**src/core/pef_defines.svh**
```systemverilog
/*
 Constants for the port E low pin function select block: register offsets,
 field positions, reset values. Assumes inclusion by bare name.
*/
`ifndef PEF_DEFINES_SVH
`define PEF_DEFINES_SVH

// ****************************************
// Register map
// ****************************************
`define PEF_ADDR_W 4
`define PEF_OFS_CTRL2 4'h0
`define PEF_OFS_PORTD_DATA 4'h2
`define PEF_RDATA_UNMAPPED 16'h0000

// ****************************************
// Field positions
// ****************************************
`define PEF_POS_PIN7 14
`define PEF_POS_PIN6 12
`define PEF_POS_PIN5 10
`define PEF_POS_PIN4 8
`define PEF_POS_PIN3 6
`define PEF_POS_PIN2 4
`define PEF_POS_PIN1 2
`define PEF_POS_PIN0 0

// ****************************************
// Reset values and masks
// ****************************************
`define PEF_CTRL2_RST_NORMAL 16'h0040
`define PEF_CTRL2_RST_HOSTBOOT 16'h5555
`define PEF_CTRL2_WMASK 16'h777f
`define PEF_PORTD_RST 8'h00

`endif

```
**src/core/pef_pkg.sv**
```systemverilog
/*
 Types for the port E low pin function select block.
 Assumes nothing beyond the compile order.
*/
package pef_pkg;
   typedef enum logic [1:0] {
      PEF_FN_PORT,
      PEF_FN_HOST,
      PEF_FN_SERIAL,
      PEF_FN_BAD
   } pef_func_t;
endpackage

```
**src/core/pef_pin_mux.sv**
```systemverilog
/*
 Pin function select for port E pins 0..7 plus the output OR on
 port D pins 2, 4 and 5.
 Assumes a synchronous register port, boot mode strap steady at reset
 release, and peripherals that supply out/oe and take in per pin.
*/
`timescale 1ns/1ns
`include "pef_defines.svh"

module pef_pin_mux
   import pef_pkg::*;
(
   input wire logic clk_sys,
   input wire logic nrst,
   input wire logic host_boot_mode,
   input wire logic [3:0] reg_addr,
   input wire logic [15:0] reg_wdata,
   input wire logic reg_wr,
   input wire logic reg_rd,
   output logic [15:0] reg_rdata,
   input wire logic [7:0] pe_in,
   output logic [7:0] pe_out,
   output logic [7:0] pe_oe,
   input wire logic [7:0] port_out,
   input wire logic [7:0] port_oe,
   output logic [7:0] port_in,
   input wire logic [7:0] host_out,
   input wire logic [7:0] host_oe,
   output logic [7:0] host_in,
   input wire logic [7:0] serial_out,
   input wire logic [7:0] serial_oe,
   output logic [7:0] serial_in,
   input wire logic [7:0] pd_in,
   input wire logic [7:0] pd_alt_out,
   input wire logic [7:0] pd_alt_oe,
   output logic [7:0] pd_out,
   output logic [7:0] pd_oe,
   output logic [7:0] pd_alt_in
);

   // ****************************************
   // Reset synchroniser and boot strap
   // ****************************************
   logic rst_meta;
   logic rst_n;
   logic strap_done;
   logic [15:0] ctrl;
   logic [7:0] pd_data;
   pef_func_t sel [8];

   always_ff @(posedge clk_sys or negedge nrst) begin
      if (!nrst) begin
         rst_meta <= 1'b0;
         rst_n <= 1'b0;
      end else begin
         rst_meta <= 1'b1;
         rst_n <= rst_meta;
      end
   end

   // ****************************************
   // Control register, port D data register and read port
   // ****************************************
   // Strap loaded on third clock after nrst release (first clock after synchronised rst_n rises)
   always_ff @(posedge clk_sys or negedge rst_n) begin
      if (!rst_n) begin
         strap_done <= 1'b0;
         ctrl <= `PEF_CTRL2_RST_NORMAL;
      end else if (!strap_done) begin
         strap_done <= 1'b1;
         ctrl <= host_boot_mode ? `PEF_CTRL2_RST_HOSTBOOT : `PEF_CTRL2_RST_NORMAL;
      end else if (reg_wr && reg_addr == `PEF_OFS_CTRL2) begin
         ctrl <= reg_wdata & `PEF_CTRL2_WMASK;
      end
   end

   always_ff @(posedge clk_sys or negedge rst_n) begin
      if (!rst_n) begin
         pd_data <= `PEF_PORTD_RST;
      end else if (reg_wr && reg_addr == `PEF_OFS_PORTD_DATA) begin
         pd_data <= reg_wdata[7:0];
      end
   end

   always_ff @(posedge clk_sys or negedge rst_n) begin
      if (!rst_n) begin
         reg_rdata <= 16'h0000;
      end else if (!reg_rd) begin
         reg_rdata <= 16'h0000;
      end else if (reg_addr == `PEF_OFS_CTRL2) begin
         reg_rdata <= ctrl;
      end else if (reg_addr == `PEF_OFS_PORTD_DATA) begin
         reg_rdata <= {8'h00, pd_data};
      end else begin
         reg_rdata <= `PEF_RDATA_UNMAPPED;
      end
   end

   // ****************************************
   // Field decode
   // ****************************************
   function automatic pef_func_t decode2(input logic [1:0] f);
      case (f)
         2'h0: decode2 = PEF_FN_PORT;
         2'h1: decode2 = PEF_FN_HOST;
         2'h2: decode2 = PEF_FN_SERIAL;
         default: decode2 = PEF_FN_BAD;
      endcase
   endfunction

   always_comb begin
      sel[0] = decode2(ctrl[`PEF_POS_PIN0 +: 2]);
      sel[1] = decode2(ctrl[`PEF_POS_PIN1 +: 2]);
      sel[2] = decode2(ctrl[`PEF_POS_PIN2 +: 2]);
      sel[3] = decode2({1'b0, ctrl[`PEF_POS_PIN3]});
      sel[4] = decode2(ctrl[`PEF_POS_PIN4 +: 2]);
      sel[5] = decode2({1'b0, ctrl[`PEF_POS_PIN5]});
      sel[6] = decode2(ctrl[`PEF_POS_PIN6 +: 2]);
      sel[7] = decode2({1'b0, ctrl[`PEF_POS_PIN7]});
   end

   // ****************************************
   // Port E pin mux
   // ****************************************
   // Prohibited code leaves the pin undriven
   genvar i;
   generate
      for (i = 0; i < 8; i++) begin : g_pe
         always_comb begin
            pe_out[i] = 1'b0;
            pe_oe[i] = 1'b0;
            case (sel[i])
               PEF_FN_PORT: begin
                  pe_out[i] = port_out[i];
                  pe_oe[i] = port_oe[i];
               end
               PEF_FN_HOST: begin
                  pe_out[i] = host_out[i];
                  pe_oe[i] = host_oe[i];
               end
               PEF_FN_SERIAL: begin
                  pe_out[i] = serial_out[i];
                  pe_oe[i] = serial_oe[i];
               end
               default: begin
                  pe_out[i] = 1'b0;
                  pe_oe[i] = 1'b0;
               end
            endcase
         end
         assign port_in[i] = (sel[i] == PEF_FN_PORT) ? pe_in[i] : 1'b0;
         assign host_in[i] = (sel[i] == PEF_FN_HOST) ? pe_in[i] : 1'b0;
         assign serial_in[i] = (sel[i] == PEF_FN_SERIAL) ? pe_in[i] : 1'b0;
      end
   endgenerate

   // ****************************************
   // Port D restricted pins
   // ****************************************
   localparam logic [7:0] PD_OR_PINS = 8'h34;

   always_comb begin
      pd_out = pd_alt_out | (pd_data & PD_OR_PINS);
      pd_oe = pd_alt_oe;
      pd_alt_in = pd_in;
   end

   // ****************************************
   // Checks
   // ****************************************
   reserved_zero_a: assert property (
      @(posedge clk_sys) disable iff (!rst_n)
      reg_rd && reg_addr == `PEF_OFS_CTRL2 |=> reg_rdata[15] == 1'b0 &&
         reg_rdata[11] == 1'b0 && reg_rdata[7] == 1'b0)
      else $error("reserved control bit read as one");

   ctrl_readback_a: assert property (
      @(posedge clk_sys) disable iff (!rst_n)
      strap_done && reg_wr && reg_addr == `PEF_OFS_CTRL2 ##1 reg_rd &&
         reg_addr == `PEF_OFS_CTRL2 && !reg_wr
      |=> reg_rdata == ($past(reg_wdata, 2) & `PEF_CTRL2_WMASK))
      else $error("control register readback mismatch");

   boot_reset_a: assert property (
      @(posedge clk_sys) disable iff (!rst_n)
      rst_n && !strap_done |=> ctrl == ($past(host_boot_mode) ?
         `PEF_CTRL2_RST_HOSTBOOT : `PEF_CTRL2_RST_NORMAL))
      else $error("boot mode reset value wrong");

   pin7_host_a: assert property (
      @(posedge clk_sys) disable iff (!rst_n)
      ctrl[14] |-> pe_out[7] == host_out[7] && pe_oe[7] == host_oe[7] && !port_in[7])
      else $error("pin 7 host select wrong");

   pin6_serial_a: assert property (
      @(posedge clk_sys) disable iff (!rst_n)
      ctrl[13:12] == 2'h2 |-> pe_out[6] == serial_out[6] && serial_in[6] == pe_in[6])
      else $error("pin 6 serial select wrong");

   pin5_port_a: assert property (
      @(posedge clk_sys) disable iff (!rst_n)
      !ctrl[10] |-> pe_oe[5] == port_oe[5] && port_in[5] == pe_in[5])
      else $error("pin 5 port select wrong");

   pin4_serial_a: assert property (
      @(posedge clk_sys) disable iff (!rst_n)
      ctrl[9:8] == 2'h2 |-> pe_oe[4] == serial_oe[4] && !host_in[4])
      else $error("pin 4 serial select wrong");

   pin3_host_a: assert property (
      @(posedge clk_sys) disable iff (!rst_n)
      ctrl[6] |-> host_in[3] == pe_in[3] && pe_oe[3] == host_oe[3])
      else $error("pin 3 host select wrong");

   pin2_host_a: assert property (
      @(posedge clk_sys) disable iff (!rst_n)
      ctrl[5:4] == 2'h1 |-> pe_out[2] == host_out[2] && pe_oe[2] == host_oe[2])
      else $error("pin 2 host select wrong");

   pin1_bad_a: assert property (
      @(posedge clk_sys) disable iff (!rst_n)
      ctrl[3:2] == 2'h3 |-> !pe_oe[1] && !port_in[1] && !serial_in[1])
      else $error("pin 1 prohibited code drives");

   pin0_serial_a: assert property (
      @(posedge clk_sys) disable iff (!rst_n)
      ctrl[1:0] == 2'h2 |-> pe_out[0] == serial_out[0] && pe_oe[0] == serial_oe[0])
      else $error("pin 0 serial select wrong");

   pd_or_a: assert property (
      @(posedge clk_sys) disable iff (!rst_n)
      pd_data[4] |-> pd_out[4] && pd_out[3] == pd_alt_out[3])
      else $error("port D output OR wrong");

   pd_input_a: assert property (
      @(posedge clk_sys) disable iff (!rst_n)
      pd_alt_in == pd_in)
      else $error("port D input altered");

   // ****************************************
   // Read port, control register and port D checks
   // ****************************************
   rdata_idle_a: assert property (
      @(posedge clk_sys) disable iff (!rst_n)
      !reg_rd |=> reg_rdata == 16'h0000)
      else $error("read data not cleared after read cycle");

   rdata_pd_a: assert property (
      @(posedge clk_sys) disable iff (!rst_n)
      reg_rd && reg_addr == `PEF_OFS_PORTD_DATA |=> reg_rdata == {8'h00, $past(pd_data)})
      else $error("port D data readback wrong");

   ctrl_reserved_a: assert property (
      @(posedge clk_sys) disable iff (!rst_n)
      !ctrl[15] && !ctrl[11] && !ctrl[7])
      else $error("reserved control bit stored");

   pin3_reset_a: assert property (
      @(posedge clk_sys) disable iff (!rst_n)
      rst_n && !strap_done |=> ctrl[6])
      else $error("pin 3 select not set after reset");

   pd_hold_a: assert property (
      @(posedge clk_sys) disable iff (!rst_n)
      pd_data[2] && pd_data[5] |-> pd_out[2] && pd_out[5])
      else $error("port D data bit not forcing output high");

   pd_pass_a: assert property (
      @(posedge clk_sys) disable iff (!rst_n)
      !pd_data[4] |-> pd_out[4] == pd_alt_out[4] && pd_oe == pd_alt_oe)
      else $error("port D output changed with data bit clear");

   pd_other_a: assert property (
      @(posedge clk_sys) disable iff (!rst_n)
      pd_out[1:0] == pd_alt_out[1:0] && pd_out[3] == pd_alt_out[3] &&
         pd_out[7:6] == pd_alt_out[7:6])
      else $error("unrestricted port D pin altered");

   // ****************************************
   // Further pin select checks
   // ****************************************
   pin7_port_a: assert property (
      @(posedge clk_sys) disable iff (!rst_n)
      !ctrl[14] |-> pe_out[7] == port_out[7] && port_in[7] == pe_in[7] && !host_in[7])
      else $error("pin 7 port select wrong");

   pin6_host_a: assert property (
      @(posedge clk_sys) disable iff (!rst_n)
      ctrl[13:12] == 2'h1 |-> pe_oe[6] == host_oe[6] && host_in[6] == pe_in[6] && !serial_in[6])
      else $error("pin 6 host select wrong");

   pin6_bad_a: assert property (
      @(posedge clk_sys) disable iff (!rst_n)
      ctrl[13:12] == 2'h3 |-> !pe_oe[6] && !port_in[6] && !host_in[6] && !serial_in[6])
      else $error("pin 6 prohibited code drives");

   pin5_host_a: assert property (
      @(posedge clk_sys) disable iff (!rst_n)
      ctrl[10] |-> pe_out[5] == host_out[5] && pe_oe[5] == host_oe[5] && host_in[5] == pe_in[5])
      else $error("pin 5 host select wrong");

   pin4_host_a: assert property (
      @(posedge clk_sys) disable iff (!rst_n)
      ctrl[9:8] == 2'h1 |-> host_in[4] == pe_in[4] && pe_oe[4] == host_oe[4] && !port_in[4])
      else $error("pin 4 host select wrong");

   pin4_bad_a: assert property (
      @(posedge clk_sys) disable iff (!rst_n)
      ctrl[9:8] == 2'h3 |-> !pe_oe[4] && !port_in[4] && !serial_in[4])
      else $error("pin 4 prohibited code drives");

   pin3_port_a: assert property (
      @(posedge clk_sys) disable iff (!rst_n)
      !ctrl[6] |-> pe_oe[3] == port_oe[3] && port_in[3] == pe_in[3] && !host_in[3])
      else $error("pin 3 port select wrong");

   pin2_serial_a: assert property (
      @(posedge clk_sys) disable iff (!rst_n)
      ctrl[5:4] == 2'h2 |-> serial_in[2] == pe_in[2] && pe_oe[2] == serial_oe[2] &&
         !port_in[2])
      else $error("pin 2 serial select wrong");

   pin2_bad_a: assert property (
      @(posedge clk_sys) disable iff (!rst_n)
      ctrl[5:4] == 2'h3 |-> !pe_oe[2] && !host_in[2] && !serial_in[2])
      else $error("pin 2 prohibited code drives");

   pin1_host_a: assert property (
      @(posedge clk_sys) disable iff (!rst_n)
      ctrl[3:2] == 2'h1 |-> pe_out[1] == host_out[1] && pe_oe[1] == host_oe[1])
      else $error("pin 1 host select wrong");

   pin0_host_a: assert property (
      @(posedge clk_sys) disable iff (!rst_n)
      ctrl[1:0] == 2'h1 |-> host_in[0] == pe_in[0] && pe_oe[0] == host_oe[0])
      else $error("pin 0 host select wrong");

   pin0_bad_a: assert property (
      @(posedge clk_sys) disable iff (!rst_n)
      ctrl[1:0] == 2'h3 |-> !pe_oe[0] && !port_in[0] && !host_in[0])
      else $error("pin 0 prohibited code drives");

endmodule

```
**config.mk**
```make
export PLATFORM = sky130hd
export DESIGN_NAME = pef_pin_mux
export DESIGN_NICKNAME = d
export VERILOG_FILES = /design/src/core/pef_pkg.sv /design/src/core/pef_pin_mux.sv
export VERILOG_INCLUDE_DIRS = /design/src /design/src/core
export SDC_FILE = /design/constraint.sdc
export NUM_CORES = 1
export LEC_CHECK = 0
export ABC_AREA = 1
export CORE_ASPECT_RATIO = 0.8
export CORE_MARGIN = 5
export CORE_UTILIZATION = 50
export CTS_BUF_LIST = sky130_fd_sc_hd__clkbuf_8
export DETAILED_ROUTE_END_ITERATION = 12
export DONT_BUFFER_PORTS = 1
export MAX_ROUTING_LAYER = met4
export PLACE_DENSITY_LB_ADDON = 0.25
export SYNTH_ARGS = -nofsm -noshare
export SYNTH_HDL_FRONTEND = slang
export SYNTH_SLANG_ARGS = --single-unit
export TNS_END_PERCENT = 20
```
**constraint.sdc**
```tcl
create_clock -name clk_sys -period 1.8 [get_ports clk_sys]
set_input_delay 0.18 -clock clk_sys [delete_from_list [all_inputs] [get_ports clk_sys]]
set_output_delay 0.18 -clock clk_sys [all_outputs]
set_load 0.1 [all_outputs]
```
## Word level (Yosys, flattened, before mapping)

Cells that the tools add are included.

- Input port bits: 105
- Register bits: 43
- Output and inout bits: 80

- Bitwise operators: 4
- Muxes and demuxes: 54
- Reduce and logical (&&, ||, !) cells: 16
- Eq/ne operators: 28

Operators with widths:

| cell | count |
|---|---|
| $mux W16 | 4 |
| $pmux W1 S3 | 16 |
| $pmux W2 S3 | 5 |
| $eq A2 B1 Y1 const B | 13 |
| $eq A2 B2 Y1 const B | 13 |
| $logic_not A2 Y1 | 13 |
| $mux W1 | 24 |
| $mux W15 | 1 |
| $pmux W2 S2 | 3 |
| $mux W8 | 1 |
| $or A8 B6 Y8 | 1 |
| $eq A4 B2 Y1 const B | 1 |
| $logic_not A4 Y1 | 1 |
| $not A1 Y1 | 3 |
| $logic_and A1 B1 Y1 | 2 |
| $ne A2 B1 Y1 const B | 1 |

## Logic depth before layout (Yosys ltp)

- Depth in word-level cells: 4
- Depth in mapped cells: 6
- Gate-level depth less buffers: 6

## Least setup slack after synthesis

No wires, ideal clock.

- Path type: register to output
- From: register ctrl[0]
- To: output host_in[0]
- Data arrival time: 2.697 ns
- Stages on the path, launching flop included: 4
- Required time: 1.620 ns
- Setup slack: -1.077 ns
- Path through: dfrtp_1 clkbuf_1 inv_1 nor3_1

- Cells in the longest elaborated chain, start to end: 4

Ends and longest elaborated chain:

| item | line | text |
|---|---|---|
| start, declared | pef_pin_mux.sv:47 | `logic [15:0] ctrl;` |
| start signal, assigned | pef_pin_mux.sv:68 | `` ctrl <= `PEF_CTRL2_RST_NORMAL; `` |
| start signal, assigned | pef_pin_mux.sv:71 | `` ctrl <= host_boot_mode ? `PEF_CTRL2_RST_HOSTBOOT : `PEF_CTRL2_RST_NORMAL; `` |
| start signal, assigned | pef_pin_mux.sv:73 | `` ctrl <= reg_wdata & `PEF_CTRL2_WMASK; `` |
| $eq A2 B2 Y1, or another cell as far along | pef_pin_mux.sv:103 | `case (f)` |
| $pmux W2 S3 (*) | pef_pin_mux.sv:103 |  |
| $eq A2 B1 Y1 (*) | pef_pin_mux.sv:152 | `assign host_in[i] = (sel[i] == PEF_FN_HOST) ? pe_in[i] : 1'b0;` |
| $mux W1 (*) | pef_pin_mux.sv:152 |  |
| end, declared | pef_pin_mux.sv:29 | `output logic [7:0] host_in,` |

Mark *: on every way between the ends. The rest lies on a longest branch, timed or not.

## Final worst setup path

- From: register ctrl[3]
- To: output serial_in[1]

- Cells in the longest elaborated chain, start to end: 4

Ends and longest elaborated chain:

| item | line | text |
|---|---|---|
| $eq A2 B2 Y1, or another cell as far along | pef_pin_mux.sv:103 |  |
| $pmux W2 S3 (*) | pef_pin_mux.sv:103 |  |
| $eq A2 B2 Y1 (*) | pef_pin_mux.sv:153 | `assign serial_in[i] = (sel[i] == PEF_FN_SERIAL) ? pe_in[i] : 1'b0;` |
| $mux W1 (*) | pef_pin_mux.sv:153 |  |
| end, declared | pef_pin_mux.sv:32 | `output logic [7:0] serial_in,` |

Marked as above.

==> impl_metrics.toml <==
[hold_path]
hold_class = "in2reg"

[setup_path]
cp_cell_sequence = "inv_1 > nor3_4 > buf_4"
critPathKind = "reg2out"
cp.arrival_ns = 1.54
crit_fanout = 8
cp_num_buf_inv = 2
max_stage_delay_ns = 0.57
cp.required_ns = 1.62
slowest_stage = "dfrtp_1"
crit_path_end_kind = "output port"
path_delay_family = "flip-flops"
startpoint_type = "register"
reg2reg_slack_ns = 0.59

[global_routing]
overflow = 0
track_usage = 0.200
grt_pass1_wl_mm = 9.57
antenna_found_initial = 0
grt_pass1_vias = 2123
grt_max_degree = 24

[cts]
cts_sinks = 38
clk_pin_slew_worst_paths_ns = 0.08
tritoncts = "built"
htreeDepth = 2
cts_buffers = 5
cts-root-buf = "clkbuf_8"
insertion_delay_ns = 0.29
cts_buffer_depth = 2

[route]
drc_errors = 0
via_count = 2136
antenna_left = 0
drt_iter0_drc = 94
routedWlPerCell_um = 14.6
routed_via_density = 5.26
routed_wl_mm = 5.94
first_pass_iters = 4

[die]
die_w_um = 86.4
rows = 22
initial_utilization = 0.512
chipHeight_um = 71.2
design.core.area_sq_um = 4570
dieArea_sq_um = 6150
io_pins = 185

[timing]
fmax_mhz = 582
max_slew_margin = 0.581
finalSetupViolCount = 0
worst_pin_slew_ns = 0.629
finalHoldViolations = 0
post-route-period-util = 0.955
fin_skew_ns = 0.00634
slew_viol_final = 0
rsz0062_at_grt = "no"
min_period_ns = 1.72

[placed_design]
post-dp-hpwl_mm = 4.69
numPortBuffers = 0
dp_cells = 396
gp_congestion = 0.785
placed_area_sq_um = 2750

[yosys]
synth_warnings = 0
synth_cell_types = 21
syn_inst = 316
avgSynthCellArea_sq_um = 7.40
yosysSeqAreaShare = 0.407
yosys_register_bits = 38
syn_area_sq_um = 2340

[power]
power_frac_clock = 0.219
power_density_nw_per_um2 = 950
leakage_nw = 1.57
pwr-share-seq = 0.371
pwr-share-comb = 0.410
p_sw_mw = 1.28
power_mw = 2.72
swShare = 0.470
ir_worst_vdd_uv = 495
internal-power_mw = 1.44

[run]
drv_cap = 0

[layout]
fin_area_sq_um = 2860
finalNetCount = 450
final_cells = 406
nFillCells = 423
antenna_cells = 0
area_growth_syn_to_layout_pct = 22.5
drive_above_1_share = 0.283

[outcome]
status = "finished clean"
[synth_stat cells, drive strengths merged]
| master | n | share of area |
|---|---|---|
| nor3 | 21 | 0.045 |
| nand2 | 96 | 0.16 |
| conb | 2 | 0.0032 |
| dfrtp | 37 | 0.40 |
| nor2 | 13 | 0.034 |
| o21ai | 11 | 0.036 |
| nand4 | 8 | 0.021 |
| or2 | 3 | 0.0080 |
| buf | 32 | 0.10 |
| nand3 | 45 | 0.11 |
| clkbuf | 6 | 0.0096 |
| inv | 41 | 0.066 |
| dfstp | 1 | 0.011 |
[per-layer routing]
metal,track usage,part of all wire
met5,-,0
met2,0.326,0.47
met3,0.0617,0.12
met4,0.0675,0.019
met1,0.234,0.40
[area by class of cell]
cell class / instances / area [sq um] / share of cell area
inverter: 41 / 154 / 0.0537
timing repair buffer: 55 / 430 / 0.150
clock inverter: 2 / 8.76 / 0.00306
clock buffer: 6 / 82.6 / 0.0288
sequential: 38 / 952 / 0.332
tap: 60 / 75.1 / 0.0262
multi-input combinational: 204 / 1160 / 0.405
[per-stage QoR]
| stage | setup TNS (ns) | utilization | hold WS (ns) | setup WS (ns) |
|---|---|---|---|---|
| 2_1_floorplan | -2.82 | - | -0.116 | -0.268 |
| 3_3_place_gp | 0 | 0.602 | -0.116 | 0.418 |
| 3_5_place_dp | 0 | 0.602 | -0.116 | 0.410 |
| 4_1_cts | 0 | 0.627 | 0.0221 | 0.0842 |
| 5_1_grt | 0 | 0.627 | 0.0271 | 0.0174 |
| 6_report | 0 | 0.627 | 0.0259 | 0.0804 |
[power by group through the flow]
stage               Clock (mW)  Sequential (mW)  Combinational, mW
global placement             0             1.02               1.11
finish                   0.596             1.01               1.12
global route             0.625             1.02               1.18
CTS                      0.598             1.01               1.12
floorplan                    0             1.01               1.15
detailed placement           0             1.03               1.12
[kinds of logic (layout without fill, tap and decap cells)]
logic type	count (synthesis)	in the layout	share of synthesized area
AND/OR/NAND/NOR	186	186	0.374
other	2	7	0.00321
buffers and inverters	79	104	0.179
AO/OA/AOI/OAI	11	11	0.0364
flip-flops	38	38	0.407
[registers in the layout (all words and copies together) (netlist names)]
name / flops
ctrl: 13
pd_data: 8
reg_rdata: 14
rst_meta: 1
rst_n: 1
strap_done: 1
[final timing paths]
check	from	end	depth (start not counted)
max	ctrl[3]$_DFFE_PN0P_	serial_in[1]	3
min	reg_wdata[6]	pd_data[6]$_DFFE_PN0P_	2
max reg2reg	strap_done$_DFF_PN0_	ctrl[2]$_DFFE_PN0P_	5
min reg2reg	rst_n$_DFF_PN0_	reg_rdata[2]$_DFF_PN0_	0
max in group asynchronous	rst_n$_DFF_PN0_	reg_rdata[8]$_DFF_PN0_	1
min in group asynchronous	nrst	rst_meta$_DFF_PN0_	1
[cells in the final DEF (no fill, tap or decap)]
cell / synthesis / routed
o21ai_2: 8 / 8
nor3_1: 21 / 6
nand3_4: 2 / 2
dfrtp_1: 37 / 37
nor2_1: 9 / 6
clkbuf_8: 0 / 6
dfstp_2: 1 / 1
nor2_4: 4 / 4
clkinv_2: 0 / 1
nand4_1: 8 / 8
nand2_2: 1 / 1
or2_2: 3 / 3
buf_12: 0 / 1
buf_4: 26 / 52
nor3_4: 0 / 15
conb_1: 2 / 7
dlygate4sd3_1: 0 / 2
nand2_1: 94 / 94
nand2_4: 1 / 1
inv_1: 41 / 42
nand3_1: 43 / 43
nor2_2: 0 / 3
o21ai_0: 3 / 3
[repair_timing]
action / in CTS / in global routing
hold buffers: 2 / 0
resized for setup: 0 / 0
endpoints found under the hold margin: 3 / 0
setup buffers: 0 / 0
(Power assumes the default switching activity.)
